`config.mk`:
```
export PLATFORM = sky130hd
export DESIGN_NAME = plw_watchdog
export DESIGN_NICKNAME = d
export VERILOG_FILES = /design/src/plw_pkg.sv /design/src/plw_tick_sync.sv /design/src/plw_watchdog.sv
export VERILOG_INCLUDE_DIRS = /design/src
export SDC_FILE = /design/constraint.sdc
export NUM_CORES = 1
export LEC_CHECK = 0
export BUFFER_PORTS_ARGS = -buffer_cell sky130_fd_sc_hd__buf_2
export CORE_ASPECT_RATIO = 1.5
export CORE_MARGIN = 10
export CORE_UTILIZATION = 35
export DETAILED_ROUTE_END_ITERATION = 8
export PLACE_DENSITY = 0.57
export SETUP_SLACK_MARGIN = 0.15
export SYNTH_ARGS = -nofsm -noshare
export SYNTH_HDL_FRONTEND = slang
export SYNTH_SLANG_ARGS = --single-unit
```
`constraint.sdc`:
```
create_clock -name I_CLK -period 2.9 [get_ports I_CLK]
set_clock_uncertainty 0.15 [all_clocks]
set_input_delay 0.58 -clock I_CLK [delete_from_list [all_inputs] [get_ports I_CLK]]
set_output_delay 0.58 -clock I_CLK [all_outputs]
set_load 0.01 [all_outputs]
```
`src/plw_defs.svh`:
```
// Offsets, field positions, reset values and timing counts of the program loop watchdog
`ifndef PLW_DEFS_SVH
`define PLW_DEFS_SVH

// ********************************************************
// Register map
// ********************************************************
`define PLW_SERVICE_KEY_ADDR   20'hFFFAB
`define PLW_SERVICE_KEY_VALUE  8'hAC
`define PLW_SERVICE_RST_OFF    8'h1A
`define PLW_SERVICE_RST_ON     8'h9A

// ********************************************************
// Option byte fields
// ********************************************************
`define PLW_OPT_ENABLE_BIT     4
`define PLW_OPT_PERIOD_MSB     3
`define PLW_OPT_PERIOD_LSB     1
`define PLW_OPT_STANDBY_BIT    0

// ********************************************************
// Reset cause register
// ********************************************************
`define PLW_RESET_CAUSE_REGISTER_WDT_BIT       4

// ********************************************************
// Period exponents for select codes 0 to 7
// ********************************************************
`define PLW_EXP_0              5'h06
`define PLW_EXP_1              5'h07
`define PLW_EXP_2              5'h08
`define PLW_EXP_3              5'h09
`define PLW_EXP_4              5'h0B
`define PLW_EXP_5              5'h0D
`define PLW_EXP_6              5'h0E
`define PLW_EXP_7              5'h10

`endif

```
`src/plw_pkg.sv`:
```
// Types shared by the program loop watchdog files
package plw_pkg;

    typedef enum logic [1:0] {
        PLW_STOPPED,
        PLW_COUNTING,
        PLW_PAUSED
    } plw_state_t;

    typedef enum logic [1:0] {
        PLW_CAUSE_NONE,
        PLW_CAUSE_OVERFLOW,
        PLW_CAUSE_BAD_KEY,
        PLW_CAUSE_BIT_ACCESS
    } plw_cause_t;

endpackage

```
`src/plw_tick_sync.sv`:
```
// Synchroniser and edge detector for the low-speed oscillator clock
`timescale 1ns/1ps
`include "plw_defs.svh"

module plw_tick_sync (
    // Clock and reset
    input  wire logic i_clk,
    input  wire logic i_rst_b,
    // Low-speed clock pin
    input  wire logic i_slow_clk,
    // One-cycle enable per rising edge
    output logic      o_tick
);

    logic meta_reg;
    logic sync_reg;
    logic last_reg;

    // ********************************************************
    // Two-stage synchroniser, edge taken from the second stage only
    // ********************************************************
    always_ff @(posedge i_clk) begin
        if (!i_rst_b) begin
            meta_reg <= 1'b0;
            sync_reg <= 1'b0;
            last_reg <= 1'b0;
            o_tick   <= 1'b0;
        end else begin
            meta_reg <= i_slow_clk;
            sync_reg <= meta_reg;
            last_reg <= sync_reg;
            o_tick   <= sync_reg & ~last_reg;
        end
    end

endmodule

```
`src/plw_watchdog.sv`:
```
// Program loop watchdog: counter, service key register, reset and interval request
`timescale 1ns/1ps
`include "plw_defs.svh"

module plw_watchdog #(
    parameter int CNT_W = 16
) (
    // Clock and reset
    input  wire logic        I_CLK,
    input  wire logic        I_RST_B,
    // Low-speed on-chip oscillator clock
    input  wire logic        I_SLOW_CLK,
    // Option byte
    input  wire logic [7:0]  I_OPTION_BYTE,
    // Standby mode indication
    input  wire logic        I_STANDBY,
    // Register access
    input  wire logic [19:0] I_ADDR,
    input  wire logic        I_WR,
    input  wire logic        I_RD,
    input  wire logic        I_BIT_ACCESS,
    input  wire logic [7:0]  I_WDATA,
    output logic [7:0]       O_RDATA,
    // Reset and interrupt
    output logic             O_WDT_RESET,
    output logic             O_WATCHDOG_INTERVAL_IRQ,
    output logic             O_WATCHDOG_RESET_FLAG
);

    // Longest period needs a 16-bit count
    if (CNT_W < 16) begin
        $error("CNT_W must be at least 16");
    end

    // One spare bit so 2^n still fits when n equals the counter width
    localparam int FULL_W = CNT_W + 1;

    // ********************************************************
    // Decode helpers
    // ********************************************************
    function automatic logic [4:0] period_exp(input logic [2:0] sel);
        case (sel)
            3'h0:    period_exp = `PLW_EXP_0;
            3'h1:    period_exp = `PLW_EXP_1;
            3'h2:    period_exp = `PLW_EXP_2;
            3'h3:    period_exp = `PLW_EXP_3;
            3'h4:    period_exp = `PLW_EXP_4;
            3'h5:    period_exp = `PLW_EXP_5;
            3'h6:    period_exp = `PLW_EXP_6;
            default: period_exp = `PLW_EXP_7;
        endcase
    endfunction

    function automatic logic [7:0] service_reset_value(input logic enable);
        service_reset_value = enable ? `PLW_SERVICE_RST_ON : `PLW_SERVICE_RST_OFF;
    endfunction

    // ********************************************************
    // Option byte capture
    // ********************************************************
    // Option byte is latched in a clocked process after release, never
    // under reset, so a strap level is sampled without an async path.
    logic                  opt_valid_reg;
    logic                  watchdog_enable_option_reg;
    logic [2:0]            overflow_period_select_reg;
    logic                  standby_run_option_reg;
    logic                  int_rst;

    always_ff @(posedge I_CLK) begin
        if (!I_RST_B) begin
            opt_valid_reg              <= 1'b0;
            watchdog_enable_option_reg <= 1'b0;
            overflow_period_select_reg <= 3'h0;
            standby_run_option_reg     <= 1'b0;
        end else if (!opt_valid_reg) begin
            opt_valid_reg              <= 1'b1;
            watchdog_enable_option_reg <= I_OPTION_BYTE[`PLW_OPT_ENABLE_BIT];
            overflow_period_select_reg <= I_OPTION_BYTE[`PLW_OPT_PERIOD_MSB:`PLW_OPT_PERIOD_LSB];
            standby_run_option_reg     <= I_OPTION_BYTE[`PLW_OPT_STANDBY_BIT];
        end
    end

    // ********************************************************
    // Slow clock enable
    // ********************************************************
    logic slow_tick;

    plw_tick_sync u_tick_sync (
        .i_clk      (I_CLK),
        .i_rst_b    (I_RST_B),
        .i_slow_clk (I_SLOW_CLK),
        .o_tick     (slow_tick)
    );

    // ********************************************************
    // Period limits
    // ********************************************************
    logic [4:0]       exp_n;
    logic [CNT_W:0]   full_cnt;
    logic [CNT_W-1:0] overflow_cnt;
    logic [CNT_W-1:0] interval_cnt;

    always_comb begin
        exp_n        = period_exp(overflow_period_select_reg);
        full_cnt     = FULL_W'(1) << exp_n;
        overflow_cnt = CNT_W'(full_cnt - FULL_W'(1));
        interval_cnt = CNT_W'((full_cnt >> 1) + (full_cnt >> 2));
    end

    // ********************************************************
    // Service register access decode
    // ********************************************************
    logic hit;
    logic key_ok;
    logic key_bad;
    logic bit_hit;

    always_comb begin
        hit     = (I_ADDR == `PLW_SERVICE_KEY_ADDR);
        bit_hit = hit & (I_WR | I_RD) & I_BIT_ACCESS;
        key_ok  = hit & I_WR & ~I_BIT_ACCESS & (I_WDATA == `PLW_SERVICE_KEY_VALUE);
        key_bad = hit & I_WR & ~I_BIT_ACCESS & (I_WDATA != `PLW_SERVICE_KEY_VALUE);
    end

    // ********************************************************
    // Counter state machine
    // ********************************************************
    plw_pkg::plw_state_t state_reg;
    plw_pkg::plw_state_t state_next;
    logic [CNT_W-1:0]    count_reg;
    logic                overflow;

    always_comb begin
        // A key written in the overflow cycle still rescues the count
        overflow   = (state_reg == plw_pkg::PLW_COUNTING) & slow_tick & ~key_ok
                     & (count_reg == overflow_cnt);
        state_next = state_reg;
        case (state_reg)
            plw_pkg::PLW_STOPPED: begin
                if (opt_valid_reg && watchdog_enable_option_reg) begin
                    state_next = plw_pkg::PLW_COUNTING;
                end
            end
            plw_pkg::PLW_COUNTING: begin
                if (I_STANDBY && !standby_run_option_reg) begin
                    state_next = plw_pkg::PLW_PAUSED;
                end
            end
            plw_pkg::PLW_PAUSED: begin
                if (!I_STANDBY) begin
                    state_next = plw_pkg::PLW_COUNTING;
                end
            end
            default: state_next = plw_pkg::PLW_STOPPED;
        endcase
    end

    // Internal reset returns state, count, reset and interval request to their post-reset values
    assign int_rst = O_WDT_RESET;

    always_ff @(posedge I_CLK) begin
        if (!I_RST_B || int_rst) begin
            state_reg <= plw_pkg::PLW_STOPPED;
        end else begin
            state_reg <= state_next;
        end
    end

    always_ff @(posedge I_CLK) begin
        if (!I_RST_B || int_rst) begin
            count_reg <= '0;
        end else if (state_reg == plw_pkg::PLW_PAUSED) begin
            count_reg <= '0;
        end else if (state_reg == plw_pkg::PLW_COUNTING && key_ok) begin
            count_reg <= '0;
        end else if (state_reg == plw_pkg::PLW_COUNTING && slow_tick) begin
            count_reg <= count_reg + CNT_W'(1);
        end
    end

    // ********************************************************
    // Reset, cause flag and interval request
    // ********************************************************
    // Key checks apply even when counting is disabled, as the register
    // always answers at its address.
    always_ff @(posedge I_CLK) begin
        if (!I_RST_B || int_rst) begin
            O_WDT_RESET <= 1'b0;
        end else begin
            O_WDT_RESET <= overflow | bit_hit | key_bad;
        end
    end

    // Flag survives the internal reset; only the external reset clears it
    always_ff @(posedge I_CLK) begin
        if (!I_RST_B) begin
            O_WATCHDOG_RESET_FLAG <= 1'b0;
        end else if (O_WDT_RESET) begin
            O_WATCHDOG_RESET_FLAG <= 1'b1;
        end
    end

    always_ff @(posedge I_CLK) begin
        if (!I_RST_B || int_rst) begin
            O_WATCHDOG_INTERVAL_IRQ <= 1'b0;
        end else begin
            O_WATCHDOG_INTERVAL_IRQ <= (state_reg == plw_pkg::PLW_COUNTING) & slow_tick & ~key_ok
                                       & (count_reg + CNT_W'(1) == interval_cnt);
        end
    end

    // ********************************************************
    // Read data
    // ********************************************************
    always_ff @(posedge I_CLK) begin
        if (!I_RST_B) begin
            O_RDATA <= 8'h00;
        end else if (hit && I_RD && !I_BIT_ACCESS) begin
            O_RDATA <= service_reset_value(watchdog_enable_option_reg);
        end else begin
            O_RDATA <= 8'h00;
        end
    end

endmodule

```
==> results.md, run 1 <==
- Clock sink count: 33
- RSZ-0062 raised after global routing: yes
- Largest net degree at the start of global routing: 17
- Crit path DAT: 2770 ps
- Global-route total usage across every layer: 12.0%
- Die area: 0.0125 mm²
- Post-DP HPWL: 6.04 mm
- CP Class: reg -> reg
- Largest register FFs: 16
- Nets@finish: 497
- Final hold vios: 0
- Critical path endpoint category: flip-flop
- Initial antenna violation count: 0
- Core area: 0.00806 mm²
- CP required: 2930 ps
- Vias in the first global route: 2,702
- H-tree levels: 2
- Logic gate share of total power: 22.0%
- Maximum fanout along the worst path: 3
- Final WL: 7.28 mm
- Seq pwr share: 33.9%
- Die H: 132 µm
- Commonest non-fill, non-tap cell in the layout: buf_2
- Min Hold Slack: 233 ps
- Mux cell area share after synthesis: 1.72%
- Root Buffer: clkbuf_16
- Clock power frac: 44.1%
- CP Launch Type: flip-flop
- Post-cts hold buffer count: 0
- Synthesized instance count: 349
- Ys flop type: dfxtp_1
- Cell taking the most area after synthesis: dfxtp_1
- Setup_tns: 0 ps
- Most frequent cells in the layout: buf_2 (46), xnor2_1 (37), dfxtp_1 (32), conb_1 (28)
- Largest cells by area after synthesis: dfxtp_1 (23%), ha_1 (12%), xnor2_1 (12%)
- Status: finished clean
- GP Congestion: 0.869
- Xor/xnor cell area share of the yosys netlist: 18.0%
- Vias: 2,588
- Minimum clock period: 2740 ps
- Pins over their slew limit: 0
- Critical Path Slowest Stage Cell: or3_4
- Flops & latches, synth: 33
- DRT antenna net count: 0
- Initial core utilization: 36.2%
- Share of cells above drive strength 1: 25.4%
- First-pass GRT wire length: 12.3 mm
- Max clock buf depth: 2
- Synth Cell Area: 0.00292 mm²
- Final setup violation count: 0
- Area share of the largest cell type after synthesis: 22.7%
- Area added between synthesis and finish: 28.7%
- Period utilization: 94.4%
- I/O pin cnt: 54
- PortBufs: 46
- Seq/Total Area, Yosys: 22.7%
- Clock slew at reported path FFs: 50 ps
- TritonCTS clock tree: yes
- Worst skew pair latency: 280 ps
- Sw frac: 24.7%
- WL/cell: 13.7 µm
- Grt ovf: 0
- Worst stage delay on the critical path: 420 ps
- DRC Markers: 0
- Simple-gate area share of the yosys netlist: 27.7%
- Power density cells: 369 mW/mm²
- Post-synth cell types: 52
- Via density: 4.87
- Largest family of logic cells by synthesized area: simple AND/OR/NAND/NOR gates
- Worst vdd ir: 341 µV
- Drt pass-1 iters: 4
- Drt initial violations: 99
- Mean Syn Cell Area: 8.35 µm²
- Post-Synth Adder-Cell Area: 12.4%
- Internal power: 1040 µW
- Cell Chain, Critical Path: or3_4 -> ha_4 -> xor2_4 -> xnor2_2 -> a211oi_2 -> a2111oi_2 -> buf_4 -> and4b_1 -> nand4_1 -> nor4_2
- Non-filler instance count after layout: 531
- Yosys warning count: 0
- Post-synthesis async set-or-reset flop share: 0%
- Fmax: 365 MHz
- Total CTS buffers: 5
- Synth Area in Compound Gates: 10.6%
- Num rows: 40
- Antenna cells: 0
- Dpl cells: 520
- Psw: 342 µW
- Fillers: 805
- Max_cap viols: 0
- Leak: 0.00162 µW
- Number of enable flip-flop cells after synthesis: 0
- Die W: 94.5 µm
- Tightest Hold Check Type: reg -> reg
==> logic make-up after synthesis <==
kind of cell / after synthesis
AND/OR/NAND/NOR: 141
XOR/XNOR: 59
AO/OA/AOI/OAI: 44
buffers and inverters: 36
flip-flops: 33
adder cells (fa/ha/maj): 29
multiplexers: 5
other: 2
==> synthesized netlist by cell type (2+ instances only) <==
cell,count
xnor2_1,39
dfxtp_1,33
ha_1,29
nand2_1,25
nor2_1,21
xor2_1,19
nand3_1,18
inv_1,12
nor3_1,11
buf_2,10
nand4_1,10
nor2b_1,10
a21oi_1,8
and2_1,8
a211oi_1,6
buf_4,6
o21ai_0,6
and4_1,5
clkbuf_1,5
mux2i_1,5
and3_1,4
nand3b_1,4
nor4_1,4
o21a_1,4
a21o_1,3
a31oi_1,3
buf_6,3
nor3b_1,3
or3_1,3
and3b_1,2
and4b_1,2
conb_1,2
nand2b_1,2
nand4b_1,2
nor4bb_1,2
o211ai_1,2
o221ai_1,2
o22ai_1,2
==> worst max-delay path: cells and delay by family (launching register included) <==
kind                       cells  cell delay, ps
AOI/OAI and AO/OA              2             360
buffers and inverters          1             180
DFF                            1             320
adders and majority gates      1             310
and+or+nand+nor                4            1010
xor gates and xnor gates       2             310
==> final timing paths <==
path	start	to	slack [ps]	depth (start not counted)
worst max-delay path	overflow_period_select_reg[2]$_SDFFE_PN0N_	O_WATCHDOG_INTERVAL_IRQ$_SDFF_PP0_	160	10
worst min-delay path	u_tick_sync.last_reg$_SDFF_PN0_	u_tick_sync.o_tick$_SDFF_PN0_	230	1
worst max register to register	overflow_period_select_reg[2]$_SDFFE_PN0N_	O_WATCHDOG_INTERVAL_IRQ$_SDFF_PP0_	160	10
worst min register to register	u_tick_sync.last_reg$_SDFF_PN0_	u_tick_sync.o_tick$_SDFF_PN0_	230	1
==> through the flow <==
stage,setup slack (ps),util (%),instance area (µm²),total power (µW)
floorplan,177,-,3010,659
global placement,-8.89,41.7,3360,727
detailed placement,-79.0,41.7,3360,730
CTS,109,45.0,3630,1370
global route,-5.93,46.6,3750,1460
finish,164,46.6,3750,1390
==> power groups by stage <==
stage               Sequential, µW  Combinational, µW  Clock [µW]
floorplan                      475                185           0
global placement               478                248           0
detailed placement             479                251           0
CTS                            469                273         628
global route                   471                339         646
finish                         470                305         611
==> layout make-up <==
cell class / count / area [µm²] / area share [%]
multi-input cells: 306 / 2340 / 62.4
clock buffers: 6 / 139 / 3.70
well taps: 105 / 131 / 3.50
clock inverters: 2 / 37.5 / 1.00
repair buffers: 67 / 395 / 10.5
inverters: 12 / 45.0 / 1.20
flip-flops and latches: 33 / 662 / 17.6
==> layer usage <==
layer  part of all wire, %  global-route usage [%]  routed length [µm]  vias to the layer above
li1                      -                       -                   -                     1331
met1                    40                    12.7                2910                     1173
met2                    52                    22.1                3770                       68
met3                   5.6                    2.74                 406                       16
met4                   2.6                    3.67                 191                        0
met5                     0                       0                   0                        -
==> what timing repair did <==
item                       4_1_cts  5_1_grt
buffers inserted                 1        2
pin swaps                        8       12
gates resized for setup         13       20
setup endpoints to repair        1        2
Power figures use the tool's default switching activity.
==> inputs of run 2 (changes only) <==
--- a/config.mk
+++ b/config.mk
@@ -11,7 +11,7 @@
 export CORE_MARGIN = 10
 export CORE_UTILIZATION = 35
 export DETAILED_ROUTE_END_ITERATION = 8
-export PLACE_DENSITY = 0.57
+export PLACE_DENSITY = 0.52
 export SETUP_SLACK_MARGIN = 0.15
 export SYNTH_ARGS = -nofsm -noshare
 export SYNTH_HDL_FRONTEND = slang
==> results.md, run 2 (synthesized netlist as in run 1, its figures left out) <==
- GP Congestion: 0.882
- Die W: 94.5 µm
- TritonCTS clock tree: yes
- Drt initial violations: 35
- Crit path DAT: 2810 ps
- Total CTS buffers: 5
- Post-cts hold buffer count: 0
- Final WL: 7.57 mm
- Post-DP HPWL: 6.19 mm
- Vias: 2,593
- Area added between synthesis and finish: 27.3%
- RSZ-0062 raised after global routing: yes
- First-pass GRT wire length: 12.4 mm
- Share of cells above drive strength 1: 24.5%
- Max_cap viols: 0
- Via density: 4.86
- Post-DP Area: 0.00337 mm²
- Reg2Reg Setup Slack: 130 ps
- Min Hold Slack: 238 ps
- Total chip power: 1390 µW
- Initial core utilization: 36.2%
- WL/cell: 14.2 µm
- Antenna cells: 0
- Global-route total usage across every layer: 12.3%
- Logic gate share of total power: 21.6%
- Pins over their slew limit: 0
- Setup WS pre-CTS: -42.5 ps
- Internal power: 1040 µW
- Grt ovf: 0
- Cell Chain, Critical Path: buf_4 -> buf_4 -> nand3b_1 -> ha_4 -> xnor2_1 -> xnor2_1 -> or3_1 -> a211oi_2 -> nand4_1 -> nor4_2
- CP Launch Type: flip-flop
- Setup_tns: 0 ps
- Largest net degree at the start of global routing: 17
- Status: finished clean
- Psw: 349 µW
- Root Buffer: clkbuf_16
- Clock power frac: 44.6%
- Seq pwr share: 33.8%
- Largest register FFs: 16
- Initial antenna violation count: 0
- Commonest non-fill, non-tap cell in the layout: buf_2
- Maximum fanout along the worst path: 9
- Clock slew at reported path FFs: 60 ps
- CP Class: reg -> reg
- Critical Path Slowest Stage Cell: ha_4
- DRT antenna net count: 0
- Vias in the first global route: 2,685
- Final setup violation count: 0
- CP required: 2940 ps
- Core area: 0.00806 mm²
- Nets@finish: 499
- Sw frac: 25.2%
- Minimum clock period: 2770 ps
- Period utilization: 95.5%
- Design area: 0.00371 mm²
- Max clock buf depth: 2
- Fmax: 361 MHz
- I/O pin cnt: 54
- Final hold vios: 0
- H-tree levels: 2
- Num rows: 40
- PortBufs: 46
- Clock sink count: 33
- Worst skew pair latency: 280 ps
- Drt pass-1 iters: 4
- Power density cells: 374 mW/mm²
- Final worst slack: 132 ps
- DRC Markers: 0
- Critical path endpoint category: flip-flop
- Most frequent cells in the layout: buf_2 (46), xnor2_1 (39), dfxtp_1 (33), conb_1 (28), nand2_1 (24)
- Leak: 0.00161 µW
- Worst stage delay on the critical path: 390 ps
- Fillers: 819
- Tightest Hold Check Type: reg -> reg
- Die H: 132 µm
- Worst vdd ir: 622 µV
- Die area: 0.0125 mm²
==> run 2: cell count changes in the layout (fill, tap and decap cells not counted), sizes merged <==
cell,before,now
buf,67,69
==> run 2: worst max-delay path: cells and delay by family (launching register included) <==
kind / cells / cell delay, ps
xor+xnor: 2 / 240
compound gates: 1 / 230
simple gates: 4 / 1090
buf+inv: 2 / 280
flops: 1 / 300
fa+ha+maj: 1 / 390
==> run 2: worst paths after layout <==
kind / endpoint / startpoint / cells past startpoint
worst max register to register: O_WATCHDOG_INTERVAL_IRQ$_SDFF_PP0_ / overflow_period_select_reg[2]$_SDFFE_PN0N_ / 10
worst max-delay path: O_WATCHDOG_INTERVAL_IRQ$_SDFF_PP0_ / overflow_period_select_reg[2]$_SDFFE_PN0N_ / 10
worst min register to register: u_tick_sync.o_tick$_SDFF_PN0_ / u_tick_sync.last_reg$_SDFF_PN0_ / 1
worst min-delay path: u_tick_sync.o_tick$_SDFF_PN0_ / u_tick_sync.last_reg$_SDFF_PN0_ / 1
==> run 2: power groups by stage <==
stage / Sequential, µW / Clock, µW / Combinational, µW
6_report: 469 / 620 / 300
5_1_grt: 470 / 654 / 332
4_1_cts: 469 / 637 / 283
3_5_place_dp: 479 / 0 / 253
3_3_place_gp: 479 / 0 / 251
2_1_floorplan: 475 / 0 / 185
==> run 2: area by class of cell <==
class	count	area [µm²]	area share, %
multi-input cells	306	2290	61.8
flip-flops and latches	33	661	17.8
repair buffers	69	403	10.9
clock buffers	6	139	3.74
well taps	105	131	3.54
inverters	12	45.0	1.21
clock inverters	2	37.5	1.01
==> run 2: per-layer routing <==
metal / track usage (%) / vias to the layer above / wire [µm]
met5: 0 / - / 0
li1: - / 1341 / -
met2: 21.7 / 64 / 3920
met3: 2.74 / 10 / 379
met4: 6.01 / 0 / 204
met1: 13.2 / 1178 / 3060
==> run 2: metrics by stage <==
stage,instances,utilization (%)
after floorplan,375,-
after global placement,521,41.8
after detailed placement,521,41.8
after CTS,533,45.8
after global routing,533,46.1
final,533,46.1
==> run 2: what timing repair did <==
item	CTS	global route
pin swaps	9	2
cloned	0	0
setup buffers	4	0
gates resized for setup	19	5
setup endpoints to repair	1	1
endpoints found under the hold margin	0	0
==> inputs of run 3 (changes only) <==
--- a/config.mk
+++ b/config.mk
@@ -6,13 +6,14 @@
 export SDC_FILE = /design/constraint.sdc
 export NUM_CORES = 1
 export LEC_CHECK = 0
+export ABC_AREA = 1
 export BUFFER_PORTS_ARGS = -buffer_cell sky130_fd_sc_hd__buf_2
 export CORE_ASPECT_RATIO = 1.5
 export CORE_MARGIN = 10
 export CORE_UTILIZATION = 35
 export DETAILED_ROUTE_END_ITERATION = 8
-export PLACE_DENSITY = 0.52
 export SETUP_SLACK_MARGIN = 0.15
 export SYNTH_ARGS = -nofsm -noshare
 export SYNTH_HDL_FRONTEND = slang
+export SYNTH_HIERARCHICAL = 1
 export SYNTH_SLANG_ARGS = --single-unit
==> results.md, run 3 <==
- Status: finished clean
- Area share of the largest cell type after synthesis: 20.8%
- Total chip power: 1240 µW
- Psw: 357 µW
- Post-synth cell types: 37
- Max-slew headroom: 62.3%
- DRT antenna net count: 0
- Final setup violation count: 0
- Synth Cell Area: 0.00318 mm²
- Worst skew pair latency: 270 ps
- Register area: 662 µm²
- Actual slew at the worst max-slew pin: 565 ps
- Buf/Inv on CP: 4
- DRC Markers: 0
- Post-DP HPWL: 7.57 mm
- Mean Syn Cell Area: 5.91 µm²
- Clock sink count: 33
- Non-filler instance count after layout: 720
- Die H: 137 µm
- Seq/Total Area, Yosys: 20.8%
- Cell Chain, Critical Path: inv_1 -> nand3_1 -> inv_1 -> ha_1 -> inv_1 -> nand2_1 -> inv_1 -> nand2_1 -> a21oi_1 -> nor2_1 -> nor2_1 -> nand3_1 -> nand2_1 -> nand4_1 -> nor2_1
- Critical path endpoint category: flip-flop
- Num rows: 42
- Global-route total usage across every layer: 12.7%
- Initial antenna violation count: 0
- Cell mode on critical path: inv_1
- TritonCTS clock tree: yes
- Post-synth top cells: nand2_1 (170), inv_1 (76), nor2_1 (55)
- Final hold vios: 0
- First-pass GRT wire length: 14.2 mm
- Leak: 0.00195 µW
- Share of cells above drive strength 1: 13.3%
- Seq pwr share: 38.1%
- Most frequent cells in the layout: nand2_1 (170), inv_1 (74), nor2_1 (55), buf_2 (46), nand3_1 (45)
- Total CTS buffers: 5
- Largest cells by area after synthesis: dfxtp_1 (21%), nand2_1 (20%), ha_1 (11%)
- Flops & latches, synth: 33
- Core area: 0.00883 mm²
- Commonest non-fill, non-tap cell in the layout: nand2_1
- Final WL: 8.63 mm
- Worst vdd ir: 278 µV
- Pins over their slew limit: 0
- Largest register FFs: 16
- Vias: 3,346
- Vias in the first global route: 3,296
- Max_cap viols: 0
- Clock slew at reported path FFs: 50 ps
- Minimum clock period: 2530 ps
- Number of enable flip-flop cells after synthesis: 0
- I/O pin cnt: 54
- Tightest Hold Check Type: reg -> reg
- Nets@finish: 681
- Internal power: 882 µW
- Power density cells: 330 mW/mm²
- Largest net degree at the start of global routing: 21
- Ys flop type: dfxtp_1
- Fmax: 396 MHz
- CP required: 2950 ps
- Fillers: 962
- Cell taking the most area after synthesis: dfxtp_1
- Max clock buf depth: 2
- Drt pass-1 iters: 4
- Dpl cells: 712
- Post-CTS setup buffers: 0
- Maximum fanout along the worst path: 7
- RSZ-0062 raised after global routing: no
- Critical Path Slowest Stage Cell: dfxtp_1
- PortBufs: 46
- Count leader, synth: nand2_1
- Post-CTS sizing: 0
- Post-synthesis async set-or-reset flop share: 0%
- Root Buffer: clkbuf_16
- CP Class: reg -> reg
- GP Congestion: 0.895
- Min Hold Slack: 251 ps
- Die W: 97.8 µm
- H-tree levels: 2
- Initial core utilization: 36.0%
- Sw frac: 28.8%
- Clock power frac: 39.3%
- CP Launch Type: flip-flop
- Antenna cells: 0
- Crit path DAT: 2580 ps
- Drt initial violations: 135
- Post-cts hold buffer count: 0
- Setup_tns: 0 ps
- Worst stage delay on the critical path: 390 ps
- Yosys warning count: 6
- WL/cell: 12.0 µm
- Crit-path leading delay family: simple AND/OR/NAND/NOR gates
- Area added between synthesis and finish: 18.0%
- Logic gate share of total power: 22.6%
- Grt ovf: 0
- Period utilization: 87.1%
- Die area: 0.0134 mm²
- Multi-input logic area: 0.00226 mm²
- Synthesized instance count: 538
- Via density: 4.65
[run 3: cell count changes in the layout (fill, tap and decap cells not counted), sizes merged, moves of 21 or more]
| cell | before | now |
|---|---|---|
| inv | 12 | 78 |
| xnor2 | 40 | 2 |
| nand3 | 18 | 50 |
| nor2 | 21 | 59 |
| nand2 | 25 | 179 |
| a21oi | 9 | 30 |
[run 3: kinds of logic after synthesis]
family	Yosys count	share of synthesized area [%]
buffers and inverters	91	11.5
AOI/OAI and AO/OA	59	9.95
DFF	33	20.8
adders and majority gates	29	11.4
and+or+nand+nor	310	42.3
xor gates and xnor gates	14	3.86
other	2	0.236
[run 3: final timing paths]
| kind | start | end | slack (ps) | cells after the start |
|---|---|---|---|---|
| worst max-delay path | overflow_period_select_reg[2]$_SDFFE_PN0N_ | O_WATCHDOG_INTERVAL_IRQ$_SDFF_PP0_ | 370 | 15 |
| worst min-delay path | u_tick_sync/last_reg$_SDFF_PN0_ | u_tick_sync/o_tick$_SDFF_PN0_ | 250 | 1 |
| worst max register to register | overflow_period_select_reg[2]$_SDFFE_PN0N_ | O_WATCHDOG_INTERVAL_IRQ$_SDFF_PP0_ | 370 | 15 |
| worst min register to register | u_tick_sync/last_reg$_SDFF_PN0_ | u_tick_sync/o_tick$_SDFF_PN0_ | 250 | 1 |
[run 3: final cells by class]
type | instances | share of cell area, %
Clock buffer | 6 | 3.43
Inverter | 80 | 8.00
Timing Repair Buffer | 49 | 6.73
Clock inverter | 2 | 0.267
Multi-Input combinational cell | 440 | 60.3
Tap cell | 110 | 3.67
Sequential cell | 33 | 17.6
[run 3: routing by layer]
layer	up-vias	wire length [µm]	share of wire (%)	GRT usage (%)
li1	1809	-	-	-
met1	1457	3400	39	12.0
met2	66	4670	54	25.7
met3	14	324	3.8	2.17
met4	0	238	2.8	5.83
met5	-	0	0	0
[run 3: through the flow]
step,cell area (µm²),setup WS (ps),util [%]
2_1_floorplan,3280,667,-
3_3_place_gp,3600,311,40.8
3_5_place_dp,3600,292,40.8
4_1_cts,3740,276,42.4
5_1_grt,3750,167,42.5
6_report,3750,374,42.5
[run 3: power by group through the flow]
stage               Sequential (µW)  Clock [µW]  Combinational (µW)
finish                          473         487                 280
global route                    473         527                 324
CTS                             471         507                 271
global placement                480           0                 266
detailed placement              481           0                 270
floorplan                       478           0                 201
